`config.mk`:
```
export PLATFORM = sky130hd
export DESIGN_NAME = qac_config_regs
export DESIGN_NICKNAME = d
export VERILOG_FILES = /design/src/include/qac_pkg.sv /design/src/hdl/qac_config_regs.sv
export SDC_FILE = /design/constraint.sdc
export NUM_CORES = 1
export LEC_CHECK = 0
export BUFFER_PORTS_ARGS = -buffer_cell sky130_fd_sc_hd__buf_2
export CAP_MARGIN = 40
export CORE_MARGIN = 5
export CORE_UTILIZATION = 25
export DETAILED_ROUTE_END_ITERATION = 16
export GPL_TIMING_DRIVEN = 0
export REMOVE_ABC_BUFFERS = 1
export SLEW_MARGIN = 10
export SYNTH_ARGS = -nofsm -noshare
export SYNTH_HDL_FRONTEND = slang
export SYNTH_SLANG_ARGS = --single-unit
export TNS_END_PERCENT = 1
```
`constraint.sdc`:
```
create_clock -name clock -period 8.8 [get_ports clock]
set_clock_uncertainty 0.05 [all_clocks]
set_input_delay 1.76 -clock clock [delete_from_list [all_inputs] [get_ports clock]]
set_output_delay 1.76 -clock clock [all_outputs]
set_load 0.1 [all_outputs]
```
`src/include/qac_pkg.sv`:
```
/*
 * constants for the quad converter digital configuration register block:
 * register offsets, field positions, write masks, reset value, timing counts.
 * assumes an 8-bit register address space and a 10 MHz block clock.
 */
package qac_pkg;
   ////////////////////////////////////////////////////////////////////////
   // register offsets
   localparam logic [7:0] A_OFFSET_FIX = 8'h3D;
   localparam logic [7:0] A_TEST_HI = 8'h3F;
   localparam logic [7:0] A_TEST_LO = 8'h40;
   localparam logic [7:0] A_BURST_HI = 8'h41;
   localparam logic [7:0] A_DIGITAL = 8'h42;
   localparam logic [7:0] A_BURST_PAIR = 8'h44;
   localparam logic [7:0] A_POWER = 8'h45;
   localparam logic [7:0] A_SKEW_AB = 8'hA9;
   localparam logic [7:0] A_SKEW_CD = 8'hAC;
   localparam logic [7:0] A_QLEVEL = 8'hC3;
   localparam logic [7:0] A_QLEVEL_EN = 8'hC4;
   localparam logic [7:0] A_TUNE0 = 8'hCF;
   localparam logic [7:0] A_TUNE1 = 8'hD4;
   localparam logic [7:0] A_TUNE2 = 8'hD5;
   localparam logic [7:0] A_TUNE3 = 8'hDC;
   localparam logic [7:0] A_TUNE45 = 8'hD7;
   localparam logic [7:0] A_TUNE67 = 8'hDB;
   localparam logic [7:0] A_TUNE8_10 = 8'hF0;
   localparam logic [7:0] A_BOOST_SRC = 8'hEA;
   localparam int NREG = 19;
   // storage index of each decoded register
   localparam int I_OFFSET_FIX = 0;
   localparam int I_TEST_HI = 1;
   localparam int I_TEST_LO = 2;
   localparam int I_BURST_HI = 3;
   localparam int I_DIGITAL = 4;
   localparam int I_BURST_PAIR = 5;
   localparam int I_POWER = 6;
   localparam int I_SKEW_AB = 7;
   localparam int I_SKEW_CD = 8;
   localparam int I_QLEVEL = 9;
   localparam int I_QLEVEL_EN = 10;
   localparam int I_BOOST_SRC = 18;
   localparam logic [7:0] REG_ADDR [NREG] = '{A_OFFSET_FIX, A_TEST_HI, A_TEST_LO,
      A_BURST_HI, A_DIGITAL, A_BURST_PAIR, A_POWER, A_SKEW_AB, A_SKEW_CD, A_QLEVEL,
      A_QLEVEL_EN, A_TUNE0, A_TUNE1, A_TUNE2, A_TUNE3, A_TUNE45, A_TUNE67, A_TUNE8_10,
      A_BOOST_SRC};
   // writable bits; reserved bits are never stored and read as zero
   localparam logic [7:0] REG_MASK [NREG] = '{8'h20, 8'h3F, 8'hFF, 8'h1F, 8'h0F,
      8'hC5, 8'h0D, 8'h78, 8'h78, 8'hFF, 8'h80, 8'h08, 8'h80, 8'h80, 8'h80, 8'h0C,
      8'h30, 8'h38, 8'h80};
   localparam logic [7:0] RESET_VAL = 8'h00;
   ////////////////////////////////////////////////////////////////////////
   // field positions
   localparam int B_OFFSET_EN = 5;
   localparam int B_AUTO_BURST = 0;
   localparam int B_DIG_EN = 3;
   localparam int B_BAND = 2;
   localparam int B_PAIR_CD = 7;
   localparam int B_PAIR_AB = 6;
   localparam int B_OVR_LSB = 2;
   localparam int B_BOOST_DIS = 0;
   localparam int B_KIND = 3;
   localparam int B_GLOBAL_PD = 2;
   localparam int B_PIN_ROLE = 0;
   localparam int B_LEVEL_EN = 7;
   localparam int B_SRC_SEL = 7;
   ////////////////////////////////////////////////////////////////////////
   // values and timing
   localparam logic [10:0] MID_CODE = 11'h3FF;
   localparam logic [7:0] LEVEL_DEFAULT = 8'hE6;
   localparam logic [21:0] FULL_SCALE = 22'h003FFF;
   localparam logic [21:0] LEVEL_DIV = 22'h0000FF;
   localparam logic [4:0] BURST_BASE = 5'h0D;
   localparam int QUICK_DELAY = 7;
   localparam int CLK_NS = 100;
   localparam int WAKE_FULL_US = 100;
   localparam int WAKE_STBY_US = 10;
   localparam int WAKE_FULL_CYC = (WAKE_FULL_US * 1000 + CLK_NS - 1) / CLK_NS;
   localparam int WAKE_STBY_CYC = (WAKE_STBY_US * 1000 + CLK_NS - 1) / CLK_NS;
   // output clock skew per code, in ps
   localparam logic signed [9:0] SKEW_PS [16] = '{0, -30, 70, 30, -150, -180, -70,
      -110, 270, 230, 340, 300, 140, 110, 200, 170};
endpackage

```
`src/hdl/qac_config_regs.sv`:
```
/*
 * digital configuration registers of a quad pipelined converter, with the
 * decoding of each setting into control for the channel logic.
 * assumes a single 10 MHz clock, a plain register port with read data one
 * cycle after the read strobe, and asynchronous shutdown and boost pins.
 */
// The strobed register port was decided locally.
// Function
// - offset fix on all channels when its enable and digital enable set, target 1023
// - 14-bit test word shared by channels: high six bits 3Fh, low 40h
// - burst low-res samples equal two to power 13 plus both counts
// - digital enable bit gates digital gain and offset fix together
// - band select 0 gives 90 MHz boost, 1 gives 45 MHz
// - 44h bit 7 enables burst for pair C/D, bit 6 for A/B
// - in burst, overrange-in-lsb puts channel overrange flag in data bit 0
// - boost disable bit acts only with source override, turning boost off
// - source override 0 lets boost pin rule, 1 the disable bit
// - overrange kind select 0 gives quick flag, 1 normal flag
// - full shutdown bit powers everything down; wake-up takes 100 us
// - shutdown pin means standby (10 us wake) or full shutdown (100 us)
// - four-bit clock-out skew fields at bits 6..3 of A9h and ACh
// - skew codes map to -180..340 ps, code 0 zero, code 4 -150
// - quick threshold is full scale times level field over 255
// - quick overrange flag rises seven clocks after the overload
// - with level enable set after reset the level reads 230
// - all configuration registers reset to 00h
`timescale 1ns/1ns
module qac_config_regs (
   input wire logic clock,
   input wire logic rst,
   input wire logic [7:0] addr,
   input wire logic [7:0] wdata,
   input wire logic wr,
   input wire logic rd,
   output logic [7:0] rdata,
   input wire logic shutdown_pin,
   input wire logic boost_pin,
   input wire logic [3:0][13:0] sample_mag,
   input wire logic [3:0] normal_ovr,
   input wire logic [3:0] adc_lsb,
   output logic offset_fix_on,
   output logic [10:0] offset_target,
   output logic gain_enable,
   output logic [13:0] test_word,
   output logic auto_burst,
   output logic wide_burst_pair_ab,
   output logic wide_burst_pair_cd,
   output logic [4:0] lo_sample_exp,
   output logic [31:0] lo_sample_count,
   output logic boost_on,
   output logic boost_band_45,
   output logic [3:0] overrange_flag,
   output logic [3:0] quick_overrange,
   output logic [3:0] data_lsb,
   output logic [7:0] quick_level,
   output logic [3:0] clk_out_skew_ab,
   output logic [3:0] clk_out_skew_cd,
   output logic signed [9:0] skew_ps_ab,
   output logic signed [9:0] skew_ps_cd,
   output logic full_shutdown,
   output logic standby_all,
   output logic power_ready
);
   typedef enum logic [1:0] {PW_RUN, PW_STBY, PW_OFF, PW_WAKE} qac_pw_t;

   logic [7:0] regs_reg [qac_pkg::NREG];
   logic [7:0] rdata_reg;
   logic level_set_reg;
   logic [2:0] pd_sync_reg;
   logic [2:0] bp_sync_reg;
   logic pin_pd_reg;
   logic pin_boost_reg;
   logic [3:0] over_now;
   logic [3:0][qac_pkg::QUICK_DELAY-1:0] qdly_reg;
   qac_pw_t pw_reg;
   qac_pw_t pw_next;
   logic [9:0] wake_reg;
   logic [9:0] wake_next;
   logic [7:0] level_eff;
   logic [7:0] rd_mux;
   logic full_req;
   logic stby_req;
   logic [3:0] lsb_sel;

   ////////////////////////////////////////////////////////////////////////
   // register storage, one slot per offset, reserved bits masked off
   genvar gi;
   generate
      for (gi = 0; gi < qac_pkg::NREG; gi++) begin : g_reg
         always_ff @(posedge clock) begin
            if (rst) begin
               regs_reg[gi] <= qac_pkg::RESET_VAL;
            end else if (wr && addr == qac_pkg::REG_ADDR[gi]) begin
               regs_reg[gi] <= wdata & qac_pkg::REG_MASK[gi];
            end
         end
      end
   endgenerate

   // remembers whether software has ever written the quick level
   always_ff @(posedge clock) begin
      if (rst) begin
         level_set_reg <= 1'b0;
      end else if (wr && addr == qac_pkg::A_QLEVEL) begin
         level_set_reg <= 1'b1;
      end
   end

   // effective quick level: 230 until software programs its own
   always_comb begin
      level_eff = level_set_reg ? regs_reg[qac_pkg::I_QLEVEL] : qac_pkg::LEVEL_DEFAULT;
   end

   // read multiplexer, unmapped offsets read zero
   always_comb begin
      rd_mux = 8'h00;
      for (int i = 0; i < qac_pkg::NREG; i++) begin
         if (addr == qac_pkg::REG_ADDR[i]) begin
            rd_mux = regs_reg[i];
         end
      end
      if (addr == qac_pkg::A_QLEVEL && regs_reg[qac_pkg::I_QLEVEL_EN][qac_pkg::B_LEVEL_EN]) begin
         rd_mux = level_eff;
      end
   end

   // read data stands only in the cycle after the strobe
   always_ff @(posedge clock) begin
      if (rst) begin
         rdata_reg <= 8'h00;
      end else begin
         rdata_reg <= rd ? rd_mux : 8'h00;
      end
   end
   assign rdata = rdata_reg;

   ////////////////////////////////////////////////////////////////////////
   // offset fix, digital gain and test word
   assign gain_enable = regs_reg[qac_pkg::I_DIGITAL][qac_pkg::B_DIG_EN];
   assign offset_fix_on = regs_reg[qac_pkg::I_OFFSET_FIX][qac_pkg::B_OFFSET_EN] &
      gain_enable;
   assign offset_target = qac_pkg::MID_CODE;
   assign test_word = {regs_reg[qac_pkg::I_TEST_HI][5:0], regs_reg[qac_pkg::I_TEST_LO]};

   ////////////////////////////////////////////////////////////////////////
   // burst mode: pair enables and low-resolution sample count
   assign auto_burst = regs_reg[qac_pkg::I_BURST_HI][qac_pkg::B_AUTO_BURST];
   assign wide_burst_pair_cd = regs_reg[qac_pkg::I_BURST_PAIR][qac_pkg::B_PAIR_CD];
   assign wide_burst_pair_ab = regs_reg[qac_pkg::I_BURST_PAIR][qac_pkg::B_PAIR_AB];
   // exponent reaches 31 at most, so the count fits 32 bits
   assign lo_sample_exp = qac_pkg::BURST_BASE + {1'b0, regs_reg[qac_pkg::I_BURST_HI][4:1]} +
      {3'h0, regs_reg[qac_pkg::I_DIGITAL][1:0]};
   assign lo_sample_count = 32'h00000001 << lo_sample_exp;

   ////////////////////////////////////////////////////////////////////////
   // pin synchronisers: three stages, a change counts once stages 2 and 3 agree
   always_ff @(posedge clock) begin
      if (rst) begin
         pd_sync_reg <= 3'h0;
         bp_sync_reg <= 3'h0;
      end else begin
         pd_sync_reg <= {pd_sync_reg[1:0], shutdown_pin};
         bp_sync_reg <= {bp_sync_reg[1:0], boost_pin};
      end
   end

   // filtered pin levels
   always_ff @(posedge clock) begin
      if (rst) begin
         pin_pd_reg <= 1'b0;
         pin_boost_reg <= 1'b0;
      end else begin
         if (pd_sync_reg[1] == pd_sync_reg[2]) begin
            pin_pd_reg <= pd_sync_reg[2];
         end
         if (bp_sync_reg[1] == bp_sync_reg[2]) begin
            pin_boost_reg <= bp_sync_reg[2];
         end
      end
   end

   ////////////////////////////////////////////////////////////////////////
   // noise-shaping boost: pin or register source, band select
   assign boost_band_45 = regs_reg[qac_pkg::I_DIGITAL][qac_pkg::B_BAND];
   assign boost_on = regs_reg[qac_pkg::I_BOOST_SRC][qac_pkg::B_SRC_SEL] ?
      ~regs_reg[qac_pkg::I_BURST_PAIR][qac_pkg::B_BOOST_DIS] : pin_boost_reg;

   ////////////////////////////////////////////////////////////////////////
   // quick overrange threshold: level applied only when its enable is set
   assign quick_level = regs_reg[qac_pkg::I_QLEVEL_EN][qac_pkg::B_LEVEL_EN] ?
      level_eff : qac_pkg::LEVEL_DEFAULT;

   // per channel: compare magnitude*255 against full scale*level, then delay
   generate
      for (gi = 0; gi < 4; gi++) begin : g_chan
         assign over_now[gi] = ({8'h00, sample_mag[gi]} * qac_pkg::LEVEL_DIV) >=
            (qac_pkg::FULL_SCALE * {14'h0000, quick_level});
         always_ff @(posedge clock) begin
            if (rst) begin
               qdly_reg[gi] <= '0;
            end else begin
               qdly_reg[gi] <= {qdly_reg[gi][qac_pkg::QUICK_DELAY-2:0], over_now[gi]};
            end
         end
         assign quick_overrange[gi] = qdly_reg[gi][qac_pkg::QUICK_DELAY-1];
      end
   endgenerate

   // flag kind and its placement in the data lsb during burst
   assign overrange_flag = regs_reg[qac_pkg::I_POWER][qac_pkg::B_KIND] ?
      normal_ovr : quick_overrange;
   assign lsb_sel = {{2{wide_burst_pair_cd}}, {2{wide_burst_pair_ab}}} &
      {4{regs_reg[qac_pkg::I_BURST_PAIR][qac_pkg::B_OVR_LSB]}};
   assign data_lsb = (lsb_sel & overrange_flag) | (~lsb_sel & adc_lsb);

   ////////////////////////////////////////////////////////////////////////
   // clock-out skew fields and their picosecond values
   assign clk_out_skew_ab = regs_reg[qac_pkg::I_SKEW_AB][6:3];
   assign clk_out_skew_cd = regs_reg[qac_pkg::I_SKEW_CD][6:3];
   assign skew_ps_ab = qac_pkg::SKEW_PS[clk_out_skew_ab];
   assign skew_ps_cd = qac_pkg::SKEW_PS[clk_out_skew_cd];

   ////////////////////////////////////////////////////////////////////////
   // power state: shutdown by bit or pin, standby by pin, timed wake-up
   assign full_req = regs_reg[qac_pkg::I_POWER][qac_pkg::B_GLOBAL_PD] |
      (pin_pd_reg & regs_reg[qac_pkg::I_POWER][qac_pkg::B_PIN_ROLE]);
   assign stby_req = pin_pd_reg & ~regs_reg[qac_pkg::I_POWER][qac_pkg::B_PIN_ROLE];

   // next state; full shutdown outranks standby
   always_comb begin
      pw_next = pw_reg;
      wake_next = wake_reg;
      case (pw_reg)
         PW_RUN: begin
            if (full_req) begin
               pw_next = PW_OFF;
            end else if (stby_req) begin
               pw_next = PW_STBY;
            end
         end
         PW_OFF: begin
            if (!full_req) begin
               pw_next = PW_WAKE;
               wake_next = 10'(qac_pkg::WAKE_FULL_CYC - 1);
            end
         end
         PW_STBY: begin
            if (full_req) begin
               pw_next = PW_OFF;
            end else if (!stby_req) begin
               pw_next = PW_WAKE;
               wake_next = 10'(qac_pkg::WAKE_STBY_CYC - 1);
            end
         end
         PW_WAKE: begin
            if (full_req) begin
               pw_next = PW_OFF;
            end else if (stby_req) begin
               pw_next = PW_STBY;
            end else if (wake_reg == 10'h000) begin
               pw_next = PW_RUN;
            end else begin
               wake_next = wake_reg - 10'h001;
            end
         end
         default: begin
            pw_next = PW_RUN;
         end
      endcase
   end

   // power state registers
   always_ff @(posedge clock) begin
      if (rst) begin
         pw_reg <= PW_RUN;
         wake_reg <= 10'h000;
      end else begin
         pw_reg <= pw_next;
         wake_reg <= wake_next;
      end
   end
   assign full_shutdown = pw_reg == PW_OFF;
   assign standby_all = pw_reg == PW_STBY;
   assign power_ready = pw_reg == PW_RUN;

   ////////////////////////////////////////////////////////////////////////
   // checks
   AST_OFFSET_OFF: assert property (@(posedge clock) disable iff (rst)
      (wr && addr == qac_pkg::A_DIGITAL && !wdata[3]) |=> !offset_fix_on)
      else $error("offset fix on without digital enable");
   AST_TEST_HI: assert property (@(posedge clock) disable iff (rst)
      (wr && addr == qac_pkg::A_TEST_HI) |=> test_word[13:8] == $past(wdata[5:0]))
      else $error("test word high bits not from register");
   AST_BURST_EXP: assert property (@(posedge clock) disable iff (rst)
      (wr && addr == qac_pkg::A_DIGITAL) |=>
      lo_sample_exp == 5'(13 + regs_reg[qac_pkg::I_BURST_HI][4:1] + $past(wdata[1:0])))
      else $error("burst sample exponent wrong");
   AST_GAIN_EN: assert property (@(posedge clock) disable iff (rst)
      (wr && addr == qac_pkg::A_DIGITAL) |=> gain_enable == $past(wdata[3]))
      else $error("gain enable not following digital enable");
   AST_BAND: assert property (@(posedge clock) disable iff (rst)
      (wr && addr == qac_pkg::A_DIGITAL) |=> boost_band_45 == $past(wdata[2]))
      else $error("band select wrong");
   AST_PAIR_CD: assert property (@(posedge clock) disable iff (rst)
      (wr && addr == qac_pkg::A_BURST_PAIR) |=> wide_burst_pair_cd == $past(wdata[7]))
      else $error("pair cd burst enable wrong");
   AST_LSB_FLAG: assert property (@(posedge clock) disable iff (rst)
      (wide_burst_pair_ab && regs_reg[qac_pkg::I_BURST_PAIR][qac_pkg::B_OVR_LSB]) |->
      data_lsb[1:0] == overrange_flag[1:0])
      else $error("overrange flag missing from lsb");
   AST_BOOST_DIS: assert property (@(posedge clock) disable iff (rst)
      (regs_reg[qac_pkg::I_BOOST_SRC][7] && regs_reg[qac_pkg::I_BURST_PAIR][0]) |-> !boost_on)
      else $error("boost on while disabled by register");
   AST_KIND: assert property (@(posedge clock) disable iff (rst)
      regs_reg[qac_pkg::I_POWER][3] |-> overrange_flag == normal_ovr)
      else $error("normal overrange not selected");
   AST_SHUTDOWN: assert property (@(posedge clock) disable iff (rst)
      (wr && addr == qac_pkg::A_POWER && wdata[2]) |=> ##1 full_shutdown)
      else $error("full shutdown not entered");
   AST_WAKE: assert property (@(posedge clock) disable iff (rst)
      ($fell(full_shutdown) && pw_reg == PW_WAKE) |-> !power_ready [*8])
      else $error("ready too soon after shutdown");
   AST_QUICK: assert property (@(posedge clock) disable iff (rst)
      over_now[0] |-> ##7 quick_overrange[0])
      else $error("quick overrange not seven cycles after overload");
   AST_RESET: assert property (@(posedge clock) disable iff (rst)
      $past(rst) |-> (test_word == 14'h0000 && !gain_enable && power_ready))
      else $error("configuration not cleared by reset");
   AST_SKEW_CODE4: assert property (@(posedge clock) disable iff (rst)
      clk_out_skew_cd == 4'h4 |-> skew_ps_cd == 10'sh36A)
      else $error("skew code four not -150 ps");
   AST_LEVEL_READ: assert property (@(posedge clock) disable iff (rst)
      (rd && addr == qac_pkg::A_QLEVEL && !level_set_reg &&
      regs_reg[qac_pkg::I_QLEVEL_EN][qac_pkg::B_LEVEL_EN]) |=> rdata == qac_pkg::LEVEL_DEFAULT)
      else $error("quick level does not read 230 after reset");
   COV_LSB: cover property (@(posedge clock) disable iff (rst) lsb_sel[3] && data_lsb[3]);
   COV_WAKE: cover property (@(posedge clock) disable iff (rst)
      pw_reg == PW_WAKE ##1 power_ready);
   COV_QUICK: cover property (@(posedge clock) disable iff (rst) $rose(quick_overrange[2]));
   COV_STBY: cover property (@(posedge clock) disable iff (rst) $rose(standby_all));
endmodule // qac_config_regs

```
==> results of run 1 <==
==> report_power, final <==
group	switching, mW	internal, mW
sequential	0.0282	0.610
combinational	3.30	2.57
clock	0.290	0.432
total	3.62	3.61
==> synthesized netlist by cell type, types with 4 or more instances <==
cell       count
nand4_1        9
ha_1         302
clkbuf_1      29
xnor2_1       60
and3_1         8
a31oi_1       17
o31ai_1        7
nand3b_1       4
nor4_1         5
fa_1         264
dfxtp_1       57
a21o_1        55
or3_1         13
a221oi_1       7
a22oi_1        8
a211oi_1      25
xor2_1        28
o21bai_1      13
or2_2          5
nand2b_1      27
nor3_1        46
o21a_1        24
a222oi_1       4
a2111oi_0      4
nor2b_1       50
mux2i_1        5
nand3_1       30
inv_1        414
and2_1        13
o211ai_1       8
o21ai_0       75
a21oi_1       79
edfxtp_1      60
nor2_1       165
buf_4         48
nand2_1       99
mux2_2        13
maj3_1         4
==> final timing paths <==
| path | startpoint | slack (ps) | endpoint | cells past startpoint |
|---|---|---|---|---|
| min reg2reg | qdly_reg[22] | 380 | qdly_reg[23] | 1 |
| max reg2reg | regs_reg[2][23] | 430 | qdly_reg[0] | 26 |
| min | qdly_reg[22] | 380 | qdly_reg[23] | 1 |
| max | regs_reg[2][23] | 430 | qdly_reg[0] | 26 |
==> kinds of logic after synthesis <==
family / after synthesis / synth area share (%)
xor+xnor: 89 / 3.93
mux: 18 / 0.981
fa+ha+maj: 571 / 45.5
other cells: 2 / 0.0375
buf+inv: 495 / 10.2
flops: 117 / 14.7
compound gates: 377 / 12.8
simple gates: 492 / 11.8
==> layer usage <==
layer	vias up	GRT usage, %	routed length, um
li1	7407	-	-
met1	7214	14.6	21400
met2	256	21.2	25200
met3	38	1.46	1940
met4	2	1.49	575
met5	-	0	7
==> through the flow <==
step | hold slack [ps] | instance area (um^2) | power, mW | setup WS, ps
3_5_place_dp | 374 | 22000 | 6.55 | 202
2_1_floorplan | 364 | 19600 | 5.40 | 1010
6_report | 384 | 22600 | 7.23 | 433
3_3_place_gp | 371 | 21900 | 6.49 | 215
4_1_cts | 390 | 22600 | 7.33 | 235
5_1_grt | 408 | 22600 | 8.24 | 35.0
==> final cells by class <==
type	count	area share, %
Tap cell	1050	5.81
Clock inverter	15	0.819
Sequential cell	117	13.0
Timing Repair Buffer	203	4.70
Antenna cell	7	0.0775
Inverter	414	6.87
Clock buffer	17	1.88
Multi-Input combinational cell	1568	66.8
==> flow_results.org, run 1 <==
** CTS
- TritonCTS clock tree :: built
- In this run, post-CTS hold repair placed 0 buffers.
- CTS saw 117 sinks.
- In this run, post-CTS repair resized a total of 0 instances.
- Number of buffers added by the clock tree synthesis step :: 17
- The clock passes through at most 2 buffers.
- Register clock-pin slew on the reported worst setup and hold paths :: ~60 ps
- Number of buffers inserted to repair setup after CTS :: 0
- CTS built an H-tree with a depth of 4.
- Clock latency at the later pin of the worst-skew pair :: 410 ps
- Root buffer selected by CTS :: clkbuf_16

** Global route
- In the global route stage, overall resource usage came out at 11.4%.
- Maximum number of pins on one net before global-route repair :: 57
- After global routing the overflow that remains totals 0.
- The via count of the first global-routing pass was 15500.
- The initial antenna violation count is 7.
- The first global-routing pass estimated about 80 mm of wire.

** Detailed routing
- Post-detailed-route wirelength per cell :: 14.5 um
- Length of the first detailed-routing pass in iterations :: 5
- In the routed design, unresolved DRC markers number 0.
- Remaining antenna violation count :: 0
- In this run, the number of DRC markers left after iteration 0 of detailed routing was 732.
- Using the TritonRoute via totals, the vias-per-cell ratio works out to about 4.4.
- The final layout contains routed wiring with a total length of 49.0 mm.
- The detailed router placed 14900 vias in this run.

** Timing
- Adding up every negative setup slack in the final design gives 0 ps.
- Setup repair after global routing left no endpoint under its margin.
- For the pin with the worst max-slew slack, the measured transition is roughly 760 ps.
- Final critical-path share of the clock period :: 95.1%
- Final critical path time including I/O delays and setup :: 8370 ps
- Maximum clock frequency :: 0.120 GHz
- Max_slew headroom :: between 40% and 50%
- Hold violation total from the final report :: 0
- Setup violations remaining at the end of the flow were counted as 0.
- The max-slew violation count came to 0.

** Critical path
- Along the worst path, the maximum fanout reaches 7.
- CP max-delay cell :: fa_1
- The critical path is of the reg2reg type.
- Maximum cell stage delay along the critical path :: around 640 ps
- Category of the worst setup path capture point :: flop
- Broken down by cell family, the worst path's largest delay share belongs to adder cells.
- CP Data Arrival Time :: 8620 ps
- STA classifies the critical path startpoint as a flop.
- The critical path contains buffers and inverters numbering 4 combined.
- Required time at the worst-slack endpoint :: 9050 ps

** Final layout
- From synthesis to final layout, the design area changed by 13.0%.
- In the final layout, flip-flops and latches occupy 2940 um^2.
- Layout cells sized above 1 :: 11.7%
- After the flow finishes, the layout carries non-filler instances totaling 3391.
- In the final layout, the multi-input gates occupy 15100 um^2.
- The library cell used most frequently in the layout, excluding fill and tap cells, is inv_1.
- The library cells used most frequently in the layout, excluding fill and tap cells, are inv_1 (414), ha_1 (302), fa_1 (264).
- Cells fill 28.5% of the core in the end.
- After filler insertion, the fill cell instance count of the layout stands at 8393.
- Number of flip-flops in the largest register :: 60
- Final nets :: a little under 3000

** Synthesis
- Top_reg_cell synth :: edfxtp_1
- The synthesized design spends more area on one cell type than any other, namely fa_1.
- Synthesized netlist cell count :: 2161
- Synthesis instantiated 84 different standard cells from the library.
- Number of enable-type register cells in the synthesized netlist :: 60
- Share of synthesized area occupied by flip-flops and latches :: 14.7%
- After synthesis the netlist holds a flip-flop and latch count of 117.
- Post-synthesis average cell area :: 9.26 um^2
- Post-synthesis instance area :: 20000 um^2
- YS warnings :: 0
- Share of synthesized registers carrying an async set or reset :: 0%
- Largest cells by area after synthesis :: fa_1 (26%), ha_1 (19%), edfxtp_1 (9.0%)
- In this run the biggest area consumer among cell types represents 26.4% of the synthesized area.

** Floorplan
- Boundary pin count :: 214
- Height of the chip :: 293 um
- The initial utilization of the core area, before any placement, comes to around 25%.
- After floorplanning, the core was divided into 103 placement rows.
- Die Footprint :: 85800 um^2
- X dimension of the die :: 293 um
- After floorplanning, the core was sized to cover about 79000 um^2.

** Run status
- Result of the run :: finished clean

** Hold path
- Tightest Hold Check Type :: reg2reg

** Power and ir drop
- In this run the static leakage power is 11.0 nW.
- Power density over the cells :: 320 nW/um^2
- The worst-case IR drop observed on VDD is 0.191 mV.

** Placed design
- At the end of routability-driven placement, the weighted congestion stood at between 0.8 and 0.9.
- During placement, the flow inserted port buffers numbering 192.
- HPWL reported at the end of detailed placement :: around 43 mm
- Inst Count DP :: approximately 3400

** Job
- The tool flagged a number of max-cap violations equal to 0.
No activity file was read; power rests on OpenSTA's default activity.
==> run 2: changes to the inputs <==
CORE_UTILIZATION = 30   (was 25)
==> run 2 against run 1 <==
  * Hold slack lost 0.98 ps
  * First-iteration DRC count grew 6.3%
  * Wire length shrank 3.2%
  * Register-to-register slack gained 240 ps
  * Highest routed layer unchanged
  * Combinational power is essentially flat
  * Sequential share of layout area grew 0.20 points
==> flow_results.org, run 2 (synthesized netlist as in run 1, its figures left out) <==
** Run status
- The flow ran to the end, and the final reports show no timing, DRC or antenna violations.

** Floorplan
- Number of placement rows :: 94
- X dimension of the die :: 268 um
- The die covers 72000 um^2.
- Height of the chip :: roughly 270 um
- Once the floorplan was initialized, standard cells occupied between 30 and 40% of the core.
- After floorplanning, the core was sized to cover about 66000 um^2.
- In this run the count of I/O pins placed on the die edge is 214.

** Power and ir drop
- Max IR drop VDD :: about 0.18 mV
- Per report_power, the combinational group accounts for 81.4% of the total.
- For this design the ratio of total power to cell area is 324 nW/um^2.
- Standby leakage power :: about 11 nW
- In this run the power spent charging and discharging nets is ~3.6 mW.
- Of the total power, the clock network draws 9.7%.
- Per report_power, the sequential group accounts for 8.8% of the total.
- Internal power component :: between 3 and 4 mW
- Net switching is 50.4% of the power.

** Critical path
- In this run the critical register-to-register path is launched from regs_reg[2][23].
- Worst flop-to-flop path endpoint :: qdly_reg[0]
- Crit path buf inv count :: 4
- The largest single stage delay on the critical path is 670 ps.
- CP Data Arrival Time :: 8370 ps
- The largest individual stage delay along the critical path comes from the cell xor2_1.
- In this run the worst path has a maximum fanout of 7.
- Data on the critical path is required at its endpoint by roughly 9100 ps.
- Critical path type :: reg2reg
- Depth of the worst register-to-register path :: 26
- Critical path's top delay family :: adder cells
- Startpoint type of the worst setup path :: flop
- Category of the worst setup path capture point :: flop
- Setup slack on the worst reg-to-reg path comes out at between 600 and 700 ps.

** Final layout
- Number of flip-flops in the largest register :: 60
- Leading cell type in the layout, fill and taps excluded :: inv_1
- Final nets :: 2965
- The finished cells cover 22300 um^2.
- Of the cells placed in the final design, the portion with a size suffix greater than 1 is 11.4%.
- Leaving out fill and tap cells, the most frequent cells in the layout are inv_1 (414), ha_1 (302), fa_1 (264).
- Relative to the synthesized area, the layout overhead comes to 11.3%.
- 0 antenna diodes ended up in the layout.
- The layout has between 6000 and 7000 filler cells.

** Global route
- The first global-routing pass estimated 78.3 mm of wire.
- The via count of the first global-routing pass came to 15300.
- Entering global routing, the biggest net connects 38 pins.
- The total overflow left after global routing is 0.
- Global routing usage summed across all routing layers :: about an eighth
- Antenna violations before repair :: 2

** Hold path
- Worst hold stages :: 1
- The startpoint identified for the worst hold timing path is qdly_reg[4].
- Endpoint of the worst hold path :: qdly_reg[5]
- In this run the worst hold path is classified as reg2reg.

** CTS
- Maximum buffer depth of the clock tree :: 2
- # hold bufs at CTS :: 0
- In this run the clock root is driven by a clkbuf_16.
- For the worst-skew pair, the clock arrives at the later sink with an insertion delay of ~410 ps.
- Clock-pin slew was measured on the worst setup and hold paths at 70 ps.
- Post-CTS timing repair inserted 0 buffers for setup.
- Quantity of gates resized following cts :: 0
- Number of clock sinks :: 117
- Buffers inserted during clock tree synthesis total 17.
- TritonCTS clock tree :: built
- In this run the number of H-tree levels came out at 4.

** Timing
- Setup repair after global routing left no endpoint under its margin.
- Setup total negative slack :: 0 ps
- Maximum clock frequency :: between 0.1 and 0.15 GHz
- For the finished layout, the period the worst path requires is 8130 ps.
- Max_slew headroom :: 44.1%
- Slew Limit Fails :: 0
- The number of endpoints with negative hold slack in the final report was 0.
- Final setup vio count :: 0
- Final critical-path share of the clock period :: 92.3%
- Slew @ Worst Pin :: 815 ps

** Detailed routing
- Count of vias placed by the detailed router :: between 10000 and 15000
- After detailed routing, the average wire length per cell comes to between 10 and 15 um.
- Remaining antenna violation count :: 0
- After detailed routing, the total wire length is 47.5 mm.
- Number of DRC markers after the initial detailed-route iteration :: just under 800
- DR vias/cell :: ~4.6
- Drt drc :: 0
- Length of the first detailed-routing pass in iterations :: 5

** Placed design
- GPL Wtd Cong :: about 0.84
- PortBufs :: ~190
- HPWL reported at the end of detailed placement :: 40.6 mm
- Post-Place Cell Area :: 21700 um^2

** Job
- Number of max-cap violations :: 0
-- run 2: changes by cell type in the layout (fill, tap and decap cells not counted), sizes merged --
| cell | change |
|---|---|
| inv | +1 |
| clkinvlp | -1 |
| buf | -8 |
| clkbuf | +2 |
| diode | -7 |
| bufinv | -2 |
-- run 2: through the flow --
stage                     std cells  util [%]  hold slack (ps)  power (mW)  setup WS, ps
after floorplan                2099         -              364        5.40          1010
after global placement         3155      32.8              368        6.50           361
after detailed placement       3158      32.9              370        6.55           342
after CTS                      3190      33.8              386        7.32           651
after global routing           3190      33.8              403        8.22           155
final                          3190      33.8              383        7.22           675
-- run 2: worst max path at each step --
| stage | start | end | slack, ps | depth (start not counted) |
|---|---|---|---|---|
| 2_1_floorplan | regs_reg[2][23] | qdly_reg[0] | 1010 | 29 |
| 3_3_place_gp | sample_mag[5] | qdly_reg[0] | 360 | 28 |
| 3_5_place_dp | sample_mag[5] | qdly_reg[0] | 340 | 28 |
| 4_1_cts | regs_reg[2][23] | qdly_reg[0] | 650 | 26 |
| 5_1_grt | regs_reg[2][23] | qdly_reg[0] | 150 | 29 |
| 6_report | regs_reg[2][23] | qdly_reg[0] | 670 | 26 |
-- run 2: power groups by stage --
stage          Combinational (mW)  Sequential [mW]  Clock [mW]
6_report                     5.88            0.637       0.703
5_1_grt                      6.83            0.642       0.744
4_1_cts                      5.96            0.637       0.723
3_5_place_dp                 5.90            0.649           0
3_3_place_gp                 5.85            0.649           0
2_1_floorplan                4.71            0.690           0
-- run 2: layout make-up --
cell class	count	area (um^2)	area share (%)
Timing Repair Buffer	195	996	4.47
Clock inverter	13	121	0.545
Inverter	414	1550	6.98
Tap cell	864	1080	4.85
Multi-Input combinational cell	1568	15100	67.8
Sequential cell	117	2940	13.2
Clock buffer	19	475	2.13
-- run 2: per-layer routing --
layer	GRT usage [%]	up-vias	part of all wire, %	routed length, um
met5	0	-	0.034	16
met4	2.24	4	1.6	767
met3	1.64	49	4.1	1930
met2	23.4	294	48	23000
met1	17.8	6950	46	21800
li1	-	7405	-	-
